==> src/inc/ctr_host_pkg.sv <==
package ctr_host_pkg;

    // core clock in MHz and device bus timing, in ns as printed
    localparam int CLK_MHZ = 10;
    localparam int T_WR_NS = 60;
    localparam int T_RD_NS = 110;
    localparam int T_CNT_LOW_NS = 20;
    localparam int T_CNT_HIGH_NS = 30;
    localparam int T_REVERSE_NS = 100;
    localparam int SYNC_STAGES = 2;

    // least times round up to whole cycles
    localparam int WR_CYC = (T_WR_NS * CLK_MHZ + 999) / 1000;
    localparam int RD_CYC = (T_RD_NS * CLK_MHZ + 999) / 1000;
    localparam logic [3:0] WR_STROBE_CYC = 4'(WR_CYC);
    // read strobe also covers the two synchroniser stages on the data pins
    localparam logic [3:0] RD_STROBE_CYC = 4'(RD_CYC + SYNC_STAGES);
    localparam logic [3:0] CNT_LOW_CYC = 4'((T_CNT_LOW_NS * CLK_MHZ + 999) / 1000);
    localparam logic [3:0] CNT_HIGH_CYC = 4'((T_CNT_HIGH_NS * CLK_MHZ + 999) / 1000);
    localparam logic [3:0] REVERSE_CYC = 4'((T_REVERSE_NS * CLK_MHZ + 999) / 1000);

    // software register word indices
    localparam logic [2:0] ADDR_CMD = 3'h0;
    localparam logic [2:0] ADDR_PRESET = 3'h1;
    localparam logic [2:0] ADDR_PULSE = 3'h2;
    localparam logic [2:0] ADDR_PINS = 3'h3;
    localparam logic [2:0] ADDR_STATUS = 3'h4;
    localparam logic [2:0] ADDR_COUNT = 3'h5;

    // field positions
    localparam int CMD_BYTE_LSB = 8;
    localparam int PULSE_DOWN_BIT = 16;
    localparam int PINS_CLEAR_BIT = 0;
    localparam int PINS_LOAD_BIT = 1;
    localparam int STAT_BUSY_BIT = 0;
    localparam int STAT_FLAG_A_BIT = 1;
    localparam int STAT_FLAG_B_BIT = 2;
    localparam int STAT_BYTE_LSB = 8;

    // operations started through ADDR_CMD
    localparam logic [2:0] OP_NONE = 3'h0;
    localparam logic [2:0] OP_WR_CTRL = 3'h1;
    localparam logic [2:0] OP_WR_DATA = 3'h2;
    localparam logic [2:0] OP_RD_STATUS = 3'h3;
    localparam logic [2:0] OP_RD_DATA = 3'h4;
    localparam logic [2:0] OP_READ_COUNT = 3'h5;
    localparam logic [2:0] OP_LOAD_COUNT = 3'h6;
    localparam logic [2:0] OP_PULSES = 3'h7;

    // master command words sent to the device
    localparam logic [7:0] MASTER_PTR_RESET = 8'h01;
    localparam logic [7:0] MASTER_LATCH_AND_PTR = 8'h03;
    localparam logic [7:0] MASTER_PRESET_TO_COUNT = 8'h08;

    // last step index of the multi-access sequences
    localparam logic [2:0] STEP_LAST_READ = 3'h3;
    localparam logic [2:0] STEP_LAST_LOAD = 3'h4;

    // reset levels
    localparam logic [23:0] PRESET_RESET = 24'h000000;
    localparam logic [7:0] BYTE_RESET = 8'h00;

    typedef enum logic [3:0] {
        BUS_IDLE = 4'h1,
        BUS_SETUP = 4'h2,
        BUS_STROBE = 4'h4,
        BUS_HOLD = 4'h8
    } bus_state_e;

    typedef enum logic [5:0] {
        HOST_IDLE = 6'h01,
        HOST_BUS_GO = 6'h02,
        HOST_BUS_WAIT = 6'h04,
        HOST_CNT_DIR = 6'h08,
        HOST_CNT_LOW = 6'h10,
        HOST_CNT_HIGH = 6'h20
    } host_state_e;

endpackage

==> src/verilog/pin_sync.sv <==
`timescale 1ns/1ps
`default_nettype none
module pin_sync #(
    parameter int WIDTH = 8
) (
    // clock and reset
    input wire logic core_clk_i,
    input wire logic rst_b_i,
    // pins in, synchronised copy out
    input wire logic [WIDTH-1:0] pin_i,
    output logic [WIDTH-1:0] sync_o
);

    typedef struct packed {
        logic [WIDTH-1:0] meta;
        logic [WIDTH-1:0] sync;
    } sync_s;

    sync_s q;
    sync_s d;

    // first stage is read only by the second
    always_comb begin
        d.meta = pin_i;
        d.sync = q.meta;
    end

    always_ff @(posedge core_clk_i or negedge rst_b_i) begin
        if (!rst_b_i) begin
            q <= '0;
        end else begin
            q <= d;
        end
    end

    assign sync_o = q.sync;

endmodule
`default_nettype wire

==> src/verilog/dev_bus_cycle.sv <==
`timescale 1ns/1ps
`default_nettype none
module dev_bus_cycle (
    // clock and reset
    input wire logic core_clk_i,
    input wire logic rst_b_i,
    // access request from the sequencer
    input wire logic go_i,
    input wire logic go_rd_i,
    input wire logic go_cd_i,
    input wire logic [7:0] go_byte_i,
    output logic done_o,
    output logic [7:0] rbyte_o,
    // synchronised device data bus
    input wire logic [7:0] data_sync_i,
    // device bus pins
    output logic cs_n_o,
    output logic rd_n_o,
    output logic wr_n_o,
    output logic cd_o,
    output logic [7:0] data_o,
    output logic data_oe_o
);

    typedef struct packed {
        ctr_host_pkg::bus_state_e state;
        logic [3:0] cnt;
        logic rd;
        logic cs_n;
        logic rd_n;
        logic wr_n;
        logic cd;
        logic [7:0] dout;
        logic oe;
        logic [7:0] rbyte;
        logic done;
    } bus_s;

    bus_s q;
    bus_s d;

    // setup, strobe, hold: select and data stand one cycle either side of the strobe
    always_comb begin
        d = q;
        d.done = 1'b0;
        unique case (q.state)
            ctr_host_pkg::BUS_IDLE: begin
                if (go_i) begin
                    d.cs_n = 1'b0;
                    d.cd = go_cd_i;
                    d.rd = go_rd_i;
                    d.dout = go_byte_i;
                    d.oe = !go_rd_i;
                    d.state = ctr_host_pkg::BUS_SETUP;
                end
            end
            ctr_host_pkg::BUS_SETUP: begin
                d.rd_n = !q.rd;
                d.wr_n = q.rd;
                d.cnt = q.rd ? ctr_host_pkg::RD_STROBE_CYC : ctr_host_pkg::WR_STROBE_CYC;
                d.state = ctr_host_pkg::BUS_STROBE;
            end
            ctr_host_pkg::BUS_STROBE: begin
                d.cnt = q.cnt - 4'h1;
                if (q.cnt == 4'h1) begin
                    // sampled late enough for the synchroniser to carry valid data
                    if (q.rd) begin
                        d.rbyte = data_sync_i;
                    end
                    d.rd_n = 1'b1;
                    d.wr_n = 1'b1;
                    d.state = ctr_host_pkg::BUS_HOLD;
                end
            end
            ctr_host_pkg::BUS_HOLD: begin
                d.cs_n = 1'b1;
                d.oe = 1'b0;
                d.done = 1'b1;
                d.state = ctr_host_pkg::BUS_IDLE;
            end
        endcase
    end

    always_ff @(posedge core_clk_i or negedge rst_b_i) begin
        if (!rst_b_i) begin
            q.state <= ctr_host_pkg::BUS_IDLE;
            q.cnt <= 4'h0;
            q.rd <= 1'b0;
            q.cs_n <= 1'b1;
            q.rd_n <= 1'b1;
            q.wr_n <= 1'b1;
            q.cd <= 1'b0;
            q.dout <= ctr_host_pkg::BYTE_RESET;
            q.oe <= 1'b0;
            q.rbyte <= ctr_host_pkg::BYTE_RESET;
            q.done <= 1'b0;
        end else begin
            q <= d;
        end
    end

    // outputs straight from the state flops
    assign done_o = q.done;
    assign rbyte_o = q.rbyte;
    assign cs_n_o = q.cs_n;
    assign rd_n_o = q.rd_n;
    assign wr_n_o = q.wr_n;
    assign cd_o = q.cd;
    assign data_o = q.dout;
    assign data_oe_o = q.oe;

endmodule
`default_nettype wire

==> src/verilog/counter_host.sv <==
// How it works
// - access only with select low; control/data pin picks control or data side
// - read count: write 3 to master command, then three data reads
// - load count: clear pointer, write three preset bytes, then transfer command
// - with B as direction, B changes only while A is high
//
// Chosen here: the plain strobed port and the register offsets.
`timescale 1ns/1ps
`default_nettype none
module counter_host (
    // clock and reset
    input wire logic core_clk_i,
    input wire logic rst_b_i,
    // software register port
    input wire logic [2:0] reg_addr_i,
    input wire logic [31:0] reg_wdata_i,
    input wire logic reg_wr_i,
    input wire logic reg_rd_i,
    output logic [31:0] reg_rdata_o,
    // device parallel bus
    output logic dev_cs_n_o,
    output logic dev_rd_n_o,
    output logic dev_wr_n_o,
    output logic dev_cd_o,
    input wire logic [7:0] dev_data_i,
    output logic [7:0] dev_data_o,
    output logic dev_data_oe_o,
    // device count and control pins
    output logic count_a_o,
    output logic count_b_o,
    output logic ext_count_clear_n_o,
    output logic ext_preset_load_n_o,
    // device status pins
    input wire logic dev_flag_a_i,
    input wire logic dev_flag_b_i
);

    typedef struct packed {
        ctr_host_pkg::host_state_e state;
        logic [2:0] op;
        logic [2:0] step;
        logic [7:0] raw;
        logic [23:0] preset;
        logic [23:0] count;
        logic [7:0] last;
        logic [15:0] pulses;
        logic down;
        logic [3:0] wait_cnt;
        logic clr_n;
        logic load_n;
        logic a;
        logic b;
        logic go;
        logic go_rd;
        logic go_cd;
        logic [7:0] go_byte;
        logic [31:0] rdata;
    } host_s;

    host_s q;
    host_s d;

    logic [9:0] pins_sync_w;
    logic bus_done_w;
    logic [7:0] bus_rbyte_w;
    logic idle_w;
    logic [2:0] last_step_w;
    logic step_rd_w;
    logic step_cd_w;
    logic [7:0] step_byte_w;

    // every pin from the device passes two flops first
    pin_sync #(
        .WIDTH(10)
    ) u_pin_sync (
        .core_clk_i(core_clk_i),
        .rst_b_i(rst_b_i),
        .pin_i({dev_flag_b_i, dev_flag_a_i, dev_data_i}),
        .sync_o(pins_sync_w)
    );

    dev_bus_cycle u_bus (
        .core_clk_i(core_clk_i),
        .rst_b_i(rst_b_i),
        .go_i(q.go),
        .go_rd_i(q.go_rd),
        .go_cd_i(q.go_cd),
        .go_byte_i(q.go_byte),
        .done_o(bus_done_w),
        .rbyte_o(bus_rbyte_w),
        .data_sync_i(pins_sync_w[7:0]),
        .cs_n_o(dev_cs_n_o),
        .rd_n_o(dev_rd_n_o),
        .wr_n_o(dev_wr_n_o),
        .cd_o(dev_cd_o),
        .data_o(dev_data_o),
        .data_oe_o(dev_data_oe_o)
    );

    assign idle_w = (q.state == ctr_host_pkg::HOST_IDLE);

    // the access each step of the current operation makes
    always_comb begin
        step_rd_w = 1'b0;
        step_cd_w = 1'b1;
        step_byte_w = q.raw;
        last_step_w = 3'h0;
        unique case (q.op)
            ctr_host_pkg::OP_WR_DATA: begin
                step_cd_w = 1'b0;
            end
            ctr_host_pkg::OP_RD_STATUS: begin
                step_rd_w = 1'b1;
            end
            ctr_host_pkg::OP_RD_DATA: begin
                step_rd_w = 1'b1;
                step_cd_w = 1'b0;
            end
            ctr_host_pkg::OP_READ_COUNT: begin
                last_step_w = ctr_host_pkg::STEP_LAST_READ;
                if (q.step == 3'h0) begin
                    step_byte_w = ctr_host_pkg::MASTER_LATCH_AND_PTR;
                end else begin
                    step_rd_w = 1'b1;
                    step_cd_w = 1'b0;
                end
            end
            ctr_host_pkg::OP_LOAD_COUNT: begin
                last_step_w = ctr_host_pkg::STEP_LAST_LOAD;
                unique case (q.step)
                    3'h0: step_byte_w = ctr_host_pkg::MASTER_PTR_RESET;
                    3'h1: begin
                        step_cd_w = 1'b0;
                        step_byte_w = q.preset[7:0];
                    end
                    3'h2: begin
                        step_cd_w = 1'b0;
                        step_byte_w = q.preset[15:8];
                    end
                    3'h3: begin
                        step_cd_w = 1'b0;
                        step_byte_w = q.preset[23:16];
                    end
                    default: step_byte_w = ctr_host_pkg::MASTER_PRESET_TO_COUNT;
                endcase
            end
            default: begin
                step_rd_w = 1'b0;
            end
        endcase
    end

    // register port, sequencer and count-pin driver
    always_comb begin
        d = q;
        d.go = 1'b0;
        d.rdata = 32'h00000000;
        // settings only change while idle so a running sequence stays coherent
        if (reg_wr_i && idle_w) begin
            unique case (reg_addr_i)
                ctr_host_pkg::ADDR_CMD: begin
                    d.op = reg_wdata_i[2:0];
                    d.raw = reg_wdata_i[ctr_host_pkg::CMD_BYTE_LSB +: 8];
                    d.step = 3'h0;
                    if (reg_wdata_i[2:0] == ctr_host_pkg::OP_PULSES) begin
                        d.state = ctr_host_pkg::HOST_CNT_DIR;
                        d.wait_cnt = ctr_host_pkg::REVERSE_CYC;
                        // B moves with A idle high, a reversal delay before A falls
                        d.b = q.down;
                    end else if (reg_wdata_i[2:0] != ctr_host_pkg::OP_NONE) begin
                        d.state = ctr_host_pkg::HOST_BUS_GO;
                    end
                end
                ctr_host_pkg::ADDR_PRESET: d.preset = reg_wdata_i[23:0];
                ctr_host_pkg::ADDR_PULSE: begin
                    d.pulses = reg_wdata_i[15:0];
                    d.down = reg_wdata_i[ctr_host_pkg::PULSE_DOWN_BIT];
                end
                ctr_host_pkg::ADDR_PINS: begin
                    d.clr_n = reg_wdata_i[ctr_host_pkg::PINS_CLEAR_BIT];
                    d.load_n = reg_wdata_i[ctr_host_pkg::PINS_LOAD_BIT];
                end
                default: d.op = q.op;
            endcase
        end
        if (reg_rd_i) begin
            unique case (reg_addr_i)
                ctr_host_pkg::ADDR_PRESET: d.rdata = {8'h00, q.preset};
                ctr_host_pkg::ADDR_PULSE: d.rdata = {15'h0000, q.down, q.pulses};
                ctr_host_pkg::ADDR_PINS: d.rdata = {30'h00000000, q.load_n, q.clr_n};
                ctr_host_pkg::ADDR_STATUS: begin
                    d.rdata[ctr_host_pkg::STAT_BUSY_BIT] = !idle_w;
                    d.rdata[ctr_host_pkg::STAT_FLAG_A_BIT] = pins_sync_w[8];
                    d.rdata[ctr_host_pkg::STAT_FLAG_B_BIT] = pins_sync_w[9];
                    d.rdata[ctr_host_pkg::STAT_BYTE_LSB +: 8] = q.last;
                end
                ctr_host_pkg::ADDR_COUNT: d.rdata = {8'h00, q.count};
                default: d.rdata = 32'h00000000;
            endcase
        end
        unique case (q.state)
            ctr_host_pkg::HOST_IDLE: begin
                d.a = 1'b1;
            end
            ctr_host_pkg::HOST_BUS_GO: begin
                d.go = 1'b1;
                d.go_rd = step_rd_w;
                d.go_cd = step_cd_w;
                d.go_byte = step_byte_w;
                d.state = ctr_host_pkg::HOST_BUS_WAIT;
            end
            ctr_host_pkg::HOST_BUS_WAIT: begin
                if (bus_done_w) begin
                    if (q.go_rd) begin
                        d.last = bus_rbyte_w;
                    end
                    if (q.op == ctr_host_pkg::OP_READ_COUNT) begin
                        unique case (q.step)
                            3'h1: d.count[7:0] = bus_rbyte_w;
                            3'h2: d.count[15:8] = bus_rbyte_w;
                            3'h3: d.count[23:16] = bus_rbyte_w;
                            default: d.count = q.count;
                        endcase
                    end
                    if (q.step == last_step_w) begin
                        d.state = ctr_host_pkg::HOST_IDLE;
                    end else begin
                        d.step = q.step + 3'h1;
                        d.state = ctr_host_pkg::HOST_BUS_GO;
                    end
                end
            end
            ctr_host_pkg::HOST_CNT_DIR: begin
                // direction set while A is high
                d.b = q.down;
                d.wait_cnt = q.wait_cnt - 4'h1;
                if (q.wait_cnt == 4'h1) begin
                    if (q.pulses == 16'h0000) begin
                        d.state = ctr_host_pkg::HOST_IDLE;
                    end else begin
                        d.a = 1'b0;
                        d.wait_cnt = ctr_host_pkg::CNT_LOW_CYC;
                        d.state = ctr_host_pkg::HOST_CNT_LOW;
                    end
                end
            end
            ctr_host_pkg::HOST_CNT_LOW: begin
                d.wait_cnt = q.wait_cnt - 4'h1;
                if (q.wait_cnt == 4'h1) begin
                    d.a = 1'b1;
                    d.pulses = q.pulses - 16'h0001;
                    d.wait_cnt = ctr_host_pkg::CNT_HIGH_CYC;
                    d.state = ctr_host_pkg::HOST_CNT_HIGH;
                end
            end
            ctr_host_pkg::HOST_CNT_HIGH: begin
                d.wait_cnt = q.wait_cnt - 4'h1;
                if (q.wait_cnt == 4'h1) begin
                    if (q.pulses == 16'h0000) begin
                        d.state = ctr_host_pkg::HOST_IDLE;
                    end else begin
                        d.a = 1'b0;
                        d.wait_cnt = ctr_host_pkg::CNT_LOW_CYC;
                        d.state = ctr_host_pkg::HOST_CNT_LOW;
                    end
                end
            end
        endcase
    end

    always_ff @(posedge core_clk_i or negedge rst_b_i) begin
        if (!rst_b_i) begin
            q.state <= ctr_host_pkg::HOST_IDLE;
            q.op <= ctr_host_pkg::OP_NONE;
            q.step <= 3'h0;
            q.raw <= ctr_host_pkg::BYTE_RESET;
            q.preset <= ctr_host_pkg::PRESET_RESET;
            q.count <= ctr_host_pkg::PRESET_RESET;
            q.last <= ctr_host_pkg::BYTE_RESET;
            q.pulses <= 16'h0000;
            q.down <= 1'b0;
            q.wait_cnt <= 4'h0;
            q.clr_n <= 1'b1;
            q.load_n <= 1'b1;
            q.a <= 1'b1;
            q.b <= 1'b0;
            q.go <= 1'b0;
            q.go_rd <= 1'b0;
            q.go_cd <= 1'b0;
            q.go_byte <= ctr_host_pkg::BYTE_RESET;
            q.rdata <= 32'h00000000;
        end else begin
            q <= d;
        end
    end

    // outputs straight from the state flops
    assign reg_rdata_o = q.rdata;
    assign count_a_o = q.a;
    assign count_b_o = q.b;
    assign ext_count_clear_n_o = q.clr_n;
    assign ext_preset_load_n_o = q.load_n;

endmodule
`default_nettype wire

==> config.mk <==
export PLATFORM = sky130hd
export DESIGN_NAME = counter_host
export DESIGN_NICKNAME = d
export VERILOG_FILES = /design/src/inc/ctr_host_pkg.sv /design/src/verilog/pin_sync.sv /design/src/verilog/dev_bus_cycle.sv /design/src/verilog/counter_host.sv
export SDC_FILE = /design/constraint.sdc
export NUM_CORES = 1
export LEC_CHECK = 0
export BUFFER_PORTS_ARGS = -buffer_cell sky130_fd_sc_hd__buf_2
export CORE_UTILIZATION = 55
export DETAILED_ROUTE_END_ITERATION = 12
export PLACE_DENSITY = 0.83
export SLEW_MARGIN = 20
export SYNTH_ARGS = -nofsm -noshare
export SYNTH_HDL_FRONTEND = slang
export SYNTH_SLANG_ARGS = --single-unit
==> constraint.sdc <==
create_clock -name core_clk_i -period 2.8 [get_ports core_clk_i]
set_input_delay 0.56 -clock core_clk_i [delete_from_list [all_inputs] [get_ports core_clk_i]]
set_output_delay 0.56 -clock core_clk_i [all_outputs]
set_load 0.02 [all_outputs]
### Yosys cells after proc, flatten, opt, wreduce, memory -nomap -nowiden

Cells that the tools add are included.

| storage, ports and cells | value |
|---|---|
| bits in writable memories | 0 |
| register bits | 195 |
| memories | 0 |
| bits in latches | 0 |
| input port bits | 49 |
| memory bits (read-only) | 0 |

| cells by class | value |
|---|---|
| bitwise gates (word level) | 0 |
| $mul | 0 |
| magnitude comparators | 0 |
| equality and inequality tests | 32 |
| add/sub/neg operators | 4 |
| reductions and logical operators | 37 |
| shifts and indexed selects | 0 |
| divide/modulo/power cells | 0 |
| mux-type cells | 62 |

Operators with widths:

| operator | count |
|---|---|
| case mux 8 bit (4 select lines) | 2 |
| two-way mux 24 bit | 2 |
| two-way mux 44 bit | 1 |
| two-way mux 6 bit | 6 |
| two-way mux 16 bit | 2 |
| two-way mux 4 bit | 7 |
| case mux 6 bit (4 select lines) | 1 |
| case mux 8 bit (3 select lines) | 1 |
| two-way mux 23 bit | 1 |
| two-way mux 11 bit | 2 |
| == test 3 x 2 -> 1 bit, second input constant | 6 |
| == test 3 bit, second input constant | 6 |
| two-way mux 17 bit | 1 |
| zero test 16 bit | 1 |
| case mux 4 bit (2 select lines) | 2 |
| case mux 4 bit (4 select lines) | 1 |
| case mux 8 bit (2 select lines) | 1 |
| AND reduction 2 bit | 8 |
| AND reduction 4 bit | 4 |
| subtractor 16 x 1 -> 16 bit, second input constant | 1 |
| two-way mux 3 bit | 5 |
| case mux 3 bit (5 select lines) | 1 |
| case mux 5 bit (3 select lines) | 1 |
| nonzero test 3 bit | 5 |
| 31 further kinds | 67 |

### Longest topological paths before layout

Gate-level depths: netlist (run 1).

| depth | value |
|---|---|
| depth after elaboration | 8 |
| depth in mapped cells | 9 |

### By module

Synthesis (run 1) repeated with hierarchy kept, for this count alone.

| unflattened totals | value |
|---|---|
| cell total of the unflattened synthesis | 782 |
| area, all modules | 8906.0 um2 |

Modules (own cells, without submodules):

| module | instances | seq. area each (um2) | area an instance (um2) | cells each |
|---|---|---|---|---|
| counter_host | 1 | 3408.3 | 6959.2 | 657 |
| dev_bus_cycle | 1 | 780.7 | 1446.4 | 105 |
| pin_sync | 1 | 500.5 | 500.5 | 20 |

### Worst setup path before layout (run 1)

No wires, ideal clock.

| timing path | value |
|---|---|
| kind | input port to flip-flop |
| start | in reg_addr_i[2] |
| end | reg q[66] (netlist bit) |
| setup time | 86 ps |
| cell stages on the path | 7 |
| path slack | 766 ps |
| data arrival time | 1948 ps |
| buffers on the path | 2 |
| cell sequence | clkbuf_1 -> nor3b_1 -> nand4_1 -> nand2b_1 -> buf_2 -> a21oi_1 -> nor3_1 |

RTL lines:

| item | RTL line | RTL |
|---|---|---|
| start: declaration | counter_host.sv:15 | `input wire logic [2:0] reg_addr_i,` |
| end: declaration | counter_host.sv:60 | `host_s q;` |

### Worst setup path in the final report (run 1)

| timing path | value |
|---|---|
| start | reg q[143] (netlist bit) |
| end | reg q[88] (netlist bit) |

| on the way | value |
|---|---|
| longest elaborated chain between the ends | 2 |

RTL lines:

| item | RTL line | RTL |
|---|---|---|
| == test 6 x 3 -> 1 bit | counter_host.sv:201 | `unique case (q.state)` |
| AND reduction 4 bit (no line) | n/a |  |

Every way passes these cells.
A chain may end at the register's enable or synchronous reset.

==> parameters.txt, run 1 <==
Parameter                              Value

Cells and area
  Layout Nets    869
  Number of inserted filler cells in the final layout    1153
  Growth of design area from synthesis to finish    12.2%
  Storage cell area    4690 um2
  Share of cells above drive strength 1    29.5%
  Area used by multi-input combinational logic    3450 um2
  Antenna diode count    0

Clock network
  Inserted Clock Buffers    17
  CTS sink cnt    187
  Number of buffers on the longest clock path    2
  Hold buffer count at CTS    0
  Post-CTS setup buffer count    0
  Worst-Skew Late Latency    440 ps
  CTS tree    yes
  CTS root buffer    sky130_fd_sc_hd__clkbuf_16
  H-tree levels    4
  Worst-path clk slew    70 ps
  Post-cts repair resize count    0

Setup path
  Crit start category    flip-flop
  Kind of cell adding the most delay to the critical path    simple AND/OR/NAND/NOR gates
  Critical setup path kind    reg -> reg
  Element type at the critical path end    flip-flop
  Data arrival at the endpoint of the critical path    2690 ps
  Data required time of the worst path    3120 ps
  Bufs and invs on worst path    0
  Maximum fanout along the worst path    8
  Cells along the critical path    nor4_2, and4b_1, nand3_2, nor3b_4, mux2_2
  Worst stage delay on the critical path    500 ps
  Worst R2R Setup Slack    430 ps
  Cell with the biggest individual delay on the critical path    sky130_fd_sc_hd__dfrtp_1

Timing
  Setup violations, final    0
  Endpoints failing hold    0
  Fin crit period    2370 ps
  TNS Setup    0 ps
  RSZ-0062 raised after global routing    false
  FMAX    422 MHz
  Worst slew margin relative to its limit    53.6%
  Layout Skew    9.90 ps
  Period utilization    84.7%
  Pins Over Slew Limit    0
  Slew at the pin with the worst max-slew slack    687 ps

Floorplanning
  Die Y-Extent    127 um
  Die Area    16200 um2
  Row count    45
  Starting utilization of the core area    56.6%
  Number of I/O pins    98
  Core area    15300 um2
  Width of the die    127 um

Power
  Pwr/cell area    566 nW/um2
  Proportion of power drawn by the clock network    47.2%
  Internal Power    4.31 mW
  Sequential cell fraction of total power    49.6%
  Overall power consumption    5.48 mW
  Net switching power    1.17 mW
  Comb pwr share    3.2%
  Static leakage    4.67 nW
  Switch share    21.3%
  Largest voltage drop on the vdd net    0.000489 V

Logic synthesis
  Post-Synthesis Cells    761
  Post-synth EDFFs    0
  Register area share after synthesis    54.3%
  Most used flip-flop cell after synthesis    sky130_fd_sc_hd__dfrtp_1
  Cell area after synthesis    8630 um2
  Seq cells post-synth    187
  Distinct cell type count of the synthesized netlist    70
  Mapped Avg Cell Area    11.3 um2
  Share of synthesized registers carrying an async set or reset    100%
  YS warnings    0

Routing
  Post-route DRC violation count    0
  1st-pass router iterations    6
  Antenna violation net count after detailed routing    0
  Routed WL    20400 um
  Number of design-rule violations left by the first detailed-router iteration    673
  Per-cell routed wire length    19.7 um
  Via count of the routed design    6205
  Drt via density    6.00

Global routing
  Vias in the first global route    6140
  Initial antenna violation count    0
  Overall overflow remaining after global route    0
  Wire length of the first global-routing pass    32600 um
  Largest net degree at the start of global routing    71
  GRT Overall Usage    27.0%

Placement
  Final HPWL DP    14600 um
  Weighted congestion at the end of routability-driven global placement    0.947
  Number of input and output port buffers inserted    81

Outcome
  Run status    finished clean

Hold path
  Worst hold-check path type    in -> async

Run
  Max-cap violations    0
-- cell families after synthesis --
family,count (synthesis),synth area share (%)
AOI/OAI and AO/OA,151,11.6
xor gates and xnor gates,3,0.304
adders and majority gates,10,1.45
buffers and inverters,89,6.00
DFF,187,54.3
muxes,99,12.8
other,1,0.0434
and+or+nand+nor,221,13.5
-- through the flow --
stage | std cells | util (%) | area, um2 | hold WS [ps] | worst slack [ps]
finish | 1034 | 63.5 | 9690 | 125 | 428
global route | 1034 | 63.5 | 9690 | 160 | 324
CTS | 1034 | 63.5 | 9690 | 155 | 434
detailed placement | 1002 | 59.3 | 9050 | 336 | 443
global placement | 1002 | 59.3 | 9050 | 333 | 523
floorplan | 768 | - | 8660 | 264 | 766
-- per-layer routing --
metal / share of wire (%) / wire length [um] / GRT usage [%]
met5: 0 / 0 / 0
met3: 7.8 / 1590 / 7.12
met4: 3.0 / 607 / 10.7
met1: 42 / 8630 / 36.0
met2: 47 / 9530 / 42.2
-- final timing paths --
| kind | end | from | depth (start not counted) |
|---|---|---|---|
| min in group core_clk_i | u_pin_sync.d[9] | dev_flag_b_i | 1 |
| setup reg to reg | q[88] | q[143] | 5 |
| hold / removal | u_bus.data_o[0] | rst_b_i | 1 |
| setup / recovery | q[88] | q[143] | 5 |
| max in group asynchronous | reg_rdata_o[6] | rst_b_i | 2 |
| hold reg to reg | u_pin_sync.sync_o[1] | u_pin_sync.d[1] | 0 |
-- power by group through the flow --
| stage | sequential [mW] | clock [mW] | combinational, mW |
|---|---|---|---|
| 2_1_floorplan | 2.77 | 0 | 0.0568 |
| 3_3_place_gp | 2.77 | 0 | 0.173 |
| 3_5_place_dp | 2.77 | 0 | 0.174 |
| 4_1_cts | 2.72 | 2.61 | 0.174 |
| 5_1_grt | 2.72 | 2.71 | 0.191 |
| 6_report | 2.72 | 2.59 | 0.174 |
-- synthesized netlist by cell type (all sizes together), types with 3 or more instances --
cell,count,area share [%]
dfrtp,179,52
mux2,91,12
nor2,76,3.3
buf,57,4.6
nand2,43,1.9
a21oi,40,2.3
o21ai,33,1.9
a22oi,25,2.2
clkbuf,21,0.91
nor3,19,1.1
nor2b,16,1.2
inv,11,0.48
ha,10,1.4
and3,9,0.65
nor4,9,0.90
a221oi,8,0.81
dfstp,8,2.4
mux2i,8,0.93
nand2b,7,0.51
nor3b,7,0.74
a222oi,6,0.70
nand3,6,0.41
or3,6,0.49
a311oi,5,0.51
o31ai,5,0.49
a21o,4,0.35
a32oi,4,0.41
nand4,4,0.36
o22ai,4,0.29
a211oi,3,0.26
and2,3,0.22
-- worst reg2reg max path, cell delays in order, from the launching register on --
cell and delay [ps]:
sky130_fd_sc_hd__dfrtp_1 500, sky130_fd_sc_hd__nor4_2 290, sky130_fd_sc_hd__and4b_1 420, sky130_fd_sc_hd__nand3_2 160, sky130_fd_sc_hd__nor3b_4 490, sky130_fd_sc_hd__mux2_2 400
-- cell usage in the layout, fill, tap and decap left out, types with 9 or more instances in the layout --
cell type and count:
sky130_fd_sc_hd__dfrtp_1 179, sky130_fd_sc_hd__mux2_2 91, sky130_fd_sc_hd__buf_2 80, sky130_fd_sc_hd__nor2_1 76, sky130_fd_sc_hd__nand2_1 42, sky130_fd_sc_hd__a21oi_1 40
sky130_fd_sc_hd__o21ai_0 33, sky130_fd_sc_hd__a22oi_1 25, sky130_fd_sc_hd__nor3_1 19, sky130_fd_sc_hd__clkbuf_16 17, sky130_fd_sc_hd__buf_4 17, sky130_fd_sc_hd__nor2b_1 16
sky130_fd_sc_hd__inv_1 11, sky130_fd_sc_hd__ha_1 10, sky130_fd_sc_hd__and3_1 9
-- cell type report --
class	instances	share of cell area [%]
multi-input cells	492	35.6
clock inverters	12	1.90
inverters	11	0.426
well taps	211	2.72
clock buffers	20	4.71
repair buffers	101	6.21
flip-flops and latches	187	48.4
-- state kept, by name, summed over array words and instances (netlist names), 8 cells and up --
signal	flops
q	108
reg_rdata_o	24
u_pin_sync.d	10
u_pin_sync.sync_o	10
u_bus.q	9
u_bus.data_o	8
u_bus.rbyte_o	8
No activity file was read; power rests on OpenSTA's default activity.
==> run 2, diff against run 1 <==
--- a/config.mk
+++ b/config.mk
@@ -6,7 +6,7 @@
 export NUM_CORES = 1
 export LEC_CHECK = 0
 export BUFFER_PORTS_ARGS = -buffer_cell sky130_fd_sc_hd__buf_2
-export CORE_UTILIZATION = 55
+export CORE_UTILIZATION = 53
 export DETAILED_ROUTE_END_ITERATION = 12
 export PLACE_DENSITY = 0.83
 export SLEW_MARGIN = 20
==> constraint.sdc (replaced) <==
create_clock -name core_clk_i -period 1.95 [get_ports core_clk_i]
set_input_delay 0.39 -clock core_clk_i [delete_from_list [all_inputs] [get_ports core_clk_i]]
set_output_delay 0.39 -clock core_clk_i [all_outputs]
set_load 0.02 [all_outputs]
==> run 2 against run 1 <==
Effect of this change:
- the flow now finishes with violations (setup timing)
- flip-flop and latch count unchanged
- critical path depth increased by 1
- sequential share of layout area down 2.9 points
- clock-buffer cell count fell by 3
- die area increased by 3.7%
- register-to-register slack worse by 460 ps
- global-route usage is 0.37 points higher
- combinational power rose by 56%
- first-iteration DRC count is 22% higher
- hold slack lost 70 ps
- fmax rose by 19%
- highest routed layer unchanged
==> parameters.txt, run 2 (synthesized netlist as in run 1, its figures left out) <==
Parameter                              Value

Floorplanning
  Row count    46
  Die Area    16800 um2
  Width of the die    130 um
  Number of I/O pins    98
  Core area    15900 um2
  Die Y-Extent    130 um
  Starting utilization of the core area    54.3%

Setup path
  Critical path startpoint    q[139]
  Cell with the biggest individual delay on the critical path    sky130_fd_sc_hd__dfrtp_2
  Worst reg2reg startpoint    q[139]
  Crit start category    flip-flop
  Cells along the critical path    nor4_4, and4b_1, nand3_2, nor3b_4, buf_12, mux2_4
  Data arrival at the endpoint of the critical path    2300 ps
  Maximum fanout along the worst path    8
  Worst stage delay on the critical path    450 ps
  Critical setup path kind    reg -> reg
  Element type at the critical path end    flip-flop
  Data required time of the worst path    2270 ps

Power
  Sequential cell fraction of total power    51.5%
  Comb pwr share    3.6%
  Internal Power    5.79 mW
  Largest voltage drop on the vdd net    0.000598 V
  Pwr/cell area    736 nW/um2
  Static leakage    5.01 nW
  Net switching power    1.79 mW
  Switch share    23.7%
  Proportion of power drawn by the clock network    44.9%

Global routing
  Wire length of the first global-routing pass    34300 um
  Busiest grt layer    met2
  Largest net degree at the start of global routing    53
  Met2 usage    43.9%
  Initial antenna violation count    0
  Overall overflow remaining after global route    0
  M1 GR Usage    35.9%
  Vias in the first global route    6393
  GRT Overall Usage    27.3%
  Met3 GRT Util    7.31%

Cells and area
  Layout Nets    929
  Number of inserted filler cells in the final layout    1178
  Finished layout cell area    10300 um2
  Share of cells above drive strength 1    37.1%
  Growth of design area from synthesis to finish    19.4%
  Most common cell after layout, fill and taps aside    sky130_fd_sc_hd__dfrtp_1
  Largest register by flop count    q
  Largest register FFs    108
  Highest-count cells in the layout ignoring fill and taps    sky130_fd_sc_hd__dfrtp_1, sky130_fd_sc_hd__buf_2, sky130_fd_sc_hd__nor2_1, sky130_fd_sc_hd__mux2_2, sky130_fd_sc_hd__buf_4
  Antenna diode count    0
  Finished Layout Cells    1099

Timing
  Period utilization    102%
  Layout Skew    7.70 ps
  RSZ-0062 raised after global routing    true
  Fin crit period    1990 ps
  Slew at the pin with the worst max-slew slack    771 ps
  Hold WS    54.8 ps
  FMAX    503 MHz
  Fin worst setup slack    -36.2 ps
  Worst slew margin relative to its limit    47.9%
  Pins Over Slew Limit    0
  Endpoints failing hold    0
  Setup violations, final    14

Routing
  Per-cell routed wire length    20.1 um
  Via count of the routed design    6608
  Drt via density    6.01
  Post-route DRC violation count    0
  1st-pass router iterations    5
  Number of design-rule violations left by the first detailed-router iteration    820
  Antenna violation net count after detailed routing    0
  Routed WL    22100 um

Clock network
  Worst-path clk slew    70 ps
  CTS root buffer    sky130_fd_sc_hd__clkbuf_16
  Inserted Clock Buffers    17
  CTS tree    yes
  H-tree levels    4
  Number of buffers on the longest clock path    2
  Worst-Skew Late Latency    430 ps
  CTS sink cnt    187

Run
  Max-cap violations    0

Outcome
  Violated checks    setup timing
  Run status    complete, but fails checks

Placement
  Weighted congestion at the end of routability-driven global placement    0.947
  Final HPWL DP    15300 um
  Post-placement cell area    9530 um2
  Number of input and output port buffers inserted    81
  Count of placed standard cells including taps    1065

Hold path
  HP Start    dev_data_i[0]
  Worst hold-check path type    in -> reg
-- run 2: final cells by class --
cell class              count  area, um2  area share (%)
clock inverters            15        159            1.54
well taps                 216        270            2.62
multi-input cells         492       3610            35.1
inverters                  11       41.3           0.401
clock buffers              17        425            4.13
repair buffers            161       1100            10.7
flip-flops and latches    187       4690            45.5
-- run 2: worst paths after layout --
| check | end | slack (ps) | cells after the start |
|---|---|---|---|
| worst min-delay path | u_pin_sync.d[0] | 50 | 1 |
| worst min register to register | u_pin_sync.sync_o[2] | 350 | 0 |
| worst max-delay path | q[86] | -40 | 6 |
| min in group asynchronous | u_bus.q[24] | 480 | 2 |
| worst max register to register | q[86] | -40 | 6 |
| max in group asynchronous | ext_preset_load_n_o | 850 | 3 |
-- run 2: worst max-delay path, delay by kind of cell (launching register included) --
kind / cells / cell delay [ps]
buf+inv: 1 / 170
flops: 1 / 450
mux: 1 / 310
simple gates: 4 / 940
-- run 2: layer usage --
layer | wire length (um) | up-vias
met4 | 503 | 0
met2 | 10600 | 344
met1 | 9050 | 3287
li1 | - | 2927
met3 | 1860 | 50
met5 | 0 | -
-- run 2: metrics by stage --
step	utilization (%)	power (mW)	TNS [ps]	setup slack (ps)
2_1_floorplan	-	4.06	-117	-14.7
3_5_place_dp	60.0	4.25	-127	-22.2
3_3_place_gp	60.0	4.24	0	32.8
4_1_cts	64.0	7.61	-113	-42.7
5_1_grt	64.9	7.81	-2070	-127
6_report	64.9	7.58	-267	-36.2
-- run 2: what timing repair did --
item / in CTS / in global routing
hold buffers: 1 / 0
buffers inserted: 0 / 1
pin swaps: 0 / 6
setup endpoints to repair: 20 / 64
resized for setup: 13 / 35
hold endpoints to repair: 42 / 0
-- run 2: power groups by stage --
stage	Combinational [mW]	Clock (mW)	Sequential [mW]
after floorplan	0.0816	0	3.98
after CTS	0.271	3.43	3.90
after detailed placement	0.267	0	3.98
after global routing	0.299	3.60	3.90
after global placement	0.261	0	3.98
final	0.272	3.40	3.90
==> run 3, diff against run 2 <==
--- a/config.mk
+++ b/config.mk
@@ -5,10 +5,11 @@
 export SDC_FILE = /design/constraint.sdc
 export NUM_CORES = 1
 export LEC_CHECK = 0
-export BUFFER_PORTS_ARGS = -buffer_cell sky130_fd_sc_hd__buf_2
-export CORE_UTILIZATION = 53
+export CORE_UTILIZATION = 55
 export DETAILED_ROUTE_END_ITERATION = 12
-export PLACE_DENSITY = 0.83
+export DONT_BUFFER_PORTS = 1
+export MAX_ROUTING_LAYER = met4
+export PLACE_DENSITY = 0.8
 export SLEW_MARGIN = 20
 export SYNTH_ARGS = -nofsm -noshare
 export SYNTH_HDL_FRONTEND = slang
==> run 3 against run 2 <==
Effect of this change:
- clock power grew 3%
- core utilization about the same
- design area shrank 3.9%
- routed wire length decreased by 1.6%
- flip-flop and latch count did not move
- non-clock buffer count fell by 79
- the run ends with hold timing, setup timing left
- critical endpoint is now q[66]
- clock-buffer cell count grew 2
- combinational power down 67%
- cell count down 7.6%
- highest routed layer unchanged
- hold slack got worse by 410 ps
- clock skew down 2.3 ps
==> parameters.txt, run 3 (synthesized netlist as in run 1, its figures left out) <==
Parameter                              Value

Timing
  RSZ-0062 raised after global routing    true
  Slew at the pin with the worst max-slew slack    658 ps
  TNS Setup    -203 ps
  Endpoints failing hold    187
  Hold WS    -351 ps
  Fin crit period    1980 ps
  Period utilization    102%
  Layout Skew    5.44 ps
  Pins Over Slew Limit    0
  FMAX    504 MHz
  Worst slew margin relative to its limit    55.8%
  Setup violations, final    12
  Fin worst setup slack    -33.9 ps

Global routing
  Initial antenna violation count    0
  GRT Overall Usage    28.8%
  Overall overflow remaining after global route    0
  Vias in the first global route    6264
  Wire length of the first global-routing pass    33700 um
  Largest net degree at the start of global routing    188

Setup path
  Worst R2R Setup Slack    -30 ps
  Cell with the biggest individual delay on the critical path    sky130_fd_sc_hd__dfrtp_1
  Crit start category    flip-flop
  Maximum fanout along the worst path    14
  Critical setup path kind    reg -> reg
  Data arrival at the endpoint of the critical path    2290 ps
  Cell mode on critical path    sky130_fd_sc_hd__nor4_1
  Data required time of the worst path    2260 ps
  Cells along the critical path    nor4_1, and4b_1, buf_4, buf_12, nand2_1, nor4_1, nor3_1
  Worst stage delay on the critical path    470 ps
  Reg2Reg Depth    7
  Element type at the critical path end    flip-flop

Cells and area
  Most common cell after layout, fill and taps aside    sky130_fd_sc_hd__dfrtp_1
  Area used by multi-input combinational logic    3590 um2
  Share of cells above drive strength 1    29.5%
  Largest register FFs    108
  Number of inserted filler cells in the final layout    1135
  Antenna diode count    0
  Growth of design area from synthesis to finish    14.7%
  Layout Nets    850
  Storage cell area    4690 um2
  Largest register by flop count    q
  Final design utilization    64.9%
  Highest-count cells in the layout ignoring fill and taps    sky130_fd_sc_hd__dfrtp_1, sky130_fd_sc_hd__mux2_2, sky130_fd_sc_hd__nor2_1
  Finished Layout Cells    1015
  Finished layout cell area    9900 um2

Floorplanning
  Row count    45
  Width of the die    127 um
  Core area    15300 um2
  Starting utilization of the core area    56.6%
  Die Area    16200 um2
  Die Y-Extent    127 um
  Number of I/O pins    98

Hold path
  Worst hold-check path type    in -> async

Routing
  Routed WL    21700 um
  Drt via density    6.07
  Via count of the routed design    6161
  Number of design-rule violations left by the first detailed-router iteration    524
  Post-route DRC violation count    0
  Per-cell routed wire length    21.4 um
  Antenna violation net count after detailed routing    0
  1st-pass router iterations    5

Placement
  Worst slack at placement    -66.1 ps
  Final HPWL DP    14900 um
  Weighted congestion at the end of routability-driven global placement    0.903
  Number of input and output port buffers inserted    0
  Count of placed standard cells including taps    963
  Post-placement cell area    8980 um2

Power
  Static leakage    4.61 nW
  Largest voltage drop on the vdd net    0.000623 V
  Overall power consumption    7.51 mW
  Pwr/cell area    758 nW/um2

Outcome
  Violated checks    hold timing, setup timing
  Run status    complete, but fails checks

Clock network
  CTS sink cnt    187
  Inserted Clock Buffers    17
  Hold buffer count at CTS    10
  CTS root buffer    sky130_fd_sc_hd__clkbuf_16
  H-tree levels    4
  Number of buffers on the longest clock path    2
  CTS tree    yes
  Worst-path clk slew    70 ps
  Worst-Skew Late Latency    440 ps

Run
  Max-cap violations    0
-- run 3: repair_timing --
| item | in CTS | in global routing |
|---|---|---|
| gates resized for setup | 12 | 28 |
| pin swaps | 4 | 7 |
| buffers inserted | 6 | 4 |
| endpoints found under the setup margin | 22 | 86 |
| endpoints found under the hold margin | 197 | 187 |
-- run 3: area by class of cell --
cell class / count / share of cell area (%)
inverter: 11 / 0.417
clock buffer: 19 / 4.47
tap: 211 / 2.67
timing repair buffer: 82 / 7.18
sequential: 187 / 47.4
multi-input combinational: 492 / 36.3
clock inverter: 13 / 1.57
-- run 3: layer usage --
layer  global-route usage, %  up-vias  part of all wire (%)
li1                        -     2758                     -
met1                    35.1     3087                    40
met2                    45.6      258                    49
met3                    7.45       58                   7.6
met4                    12.2        0                   3.4
met5                       -        -                     0
-- run 3: power breakdown --
part / total [mW] / internal, mW / leakage [nW] / switching [mW]
clock: 3.51 / 1.96 / 0.294 / 1.55
sequential: 3.91 / 3.90 / 2.50 / 0.00824
combinational: 0.0911 / 0.0351 / 1.81 / 0.0560
total: 7.51 / 5.90 / 4.61 / 1.61
-- run 3: worst paths after layout --
| kind | to | from |
|---|---|---|
| hold reg to reg | u_pin_sync.sync_o[4] | u_pin_sync.d[4] |
| hold / removal | u_bus.data_o[1] | rst_b_i |
| setup / recovery | q[66] | q[140] |
| max in group asynchronous | u_bus.wr_n_o | rst_b_i |
| setup reg to reg | q[66] | q[140] |
| min in group core_clk_i | reg_rdata_o[2] | reg_rd_i |
-- run 3: critical path: cells and delay by family, from the launching register on --
family                 cells  cell delay, ps
and+or+nand+nor            5            1040
DFF                        1             470
buffers and inverters      2             350
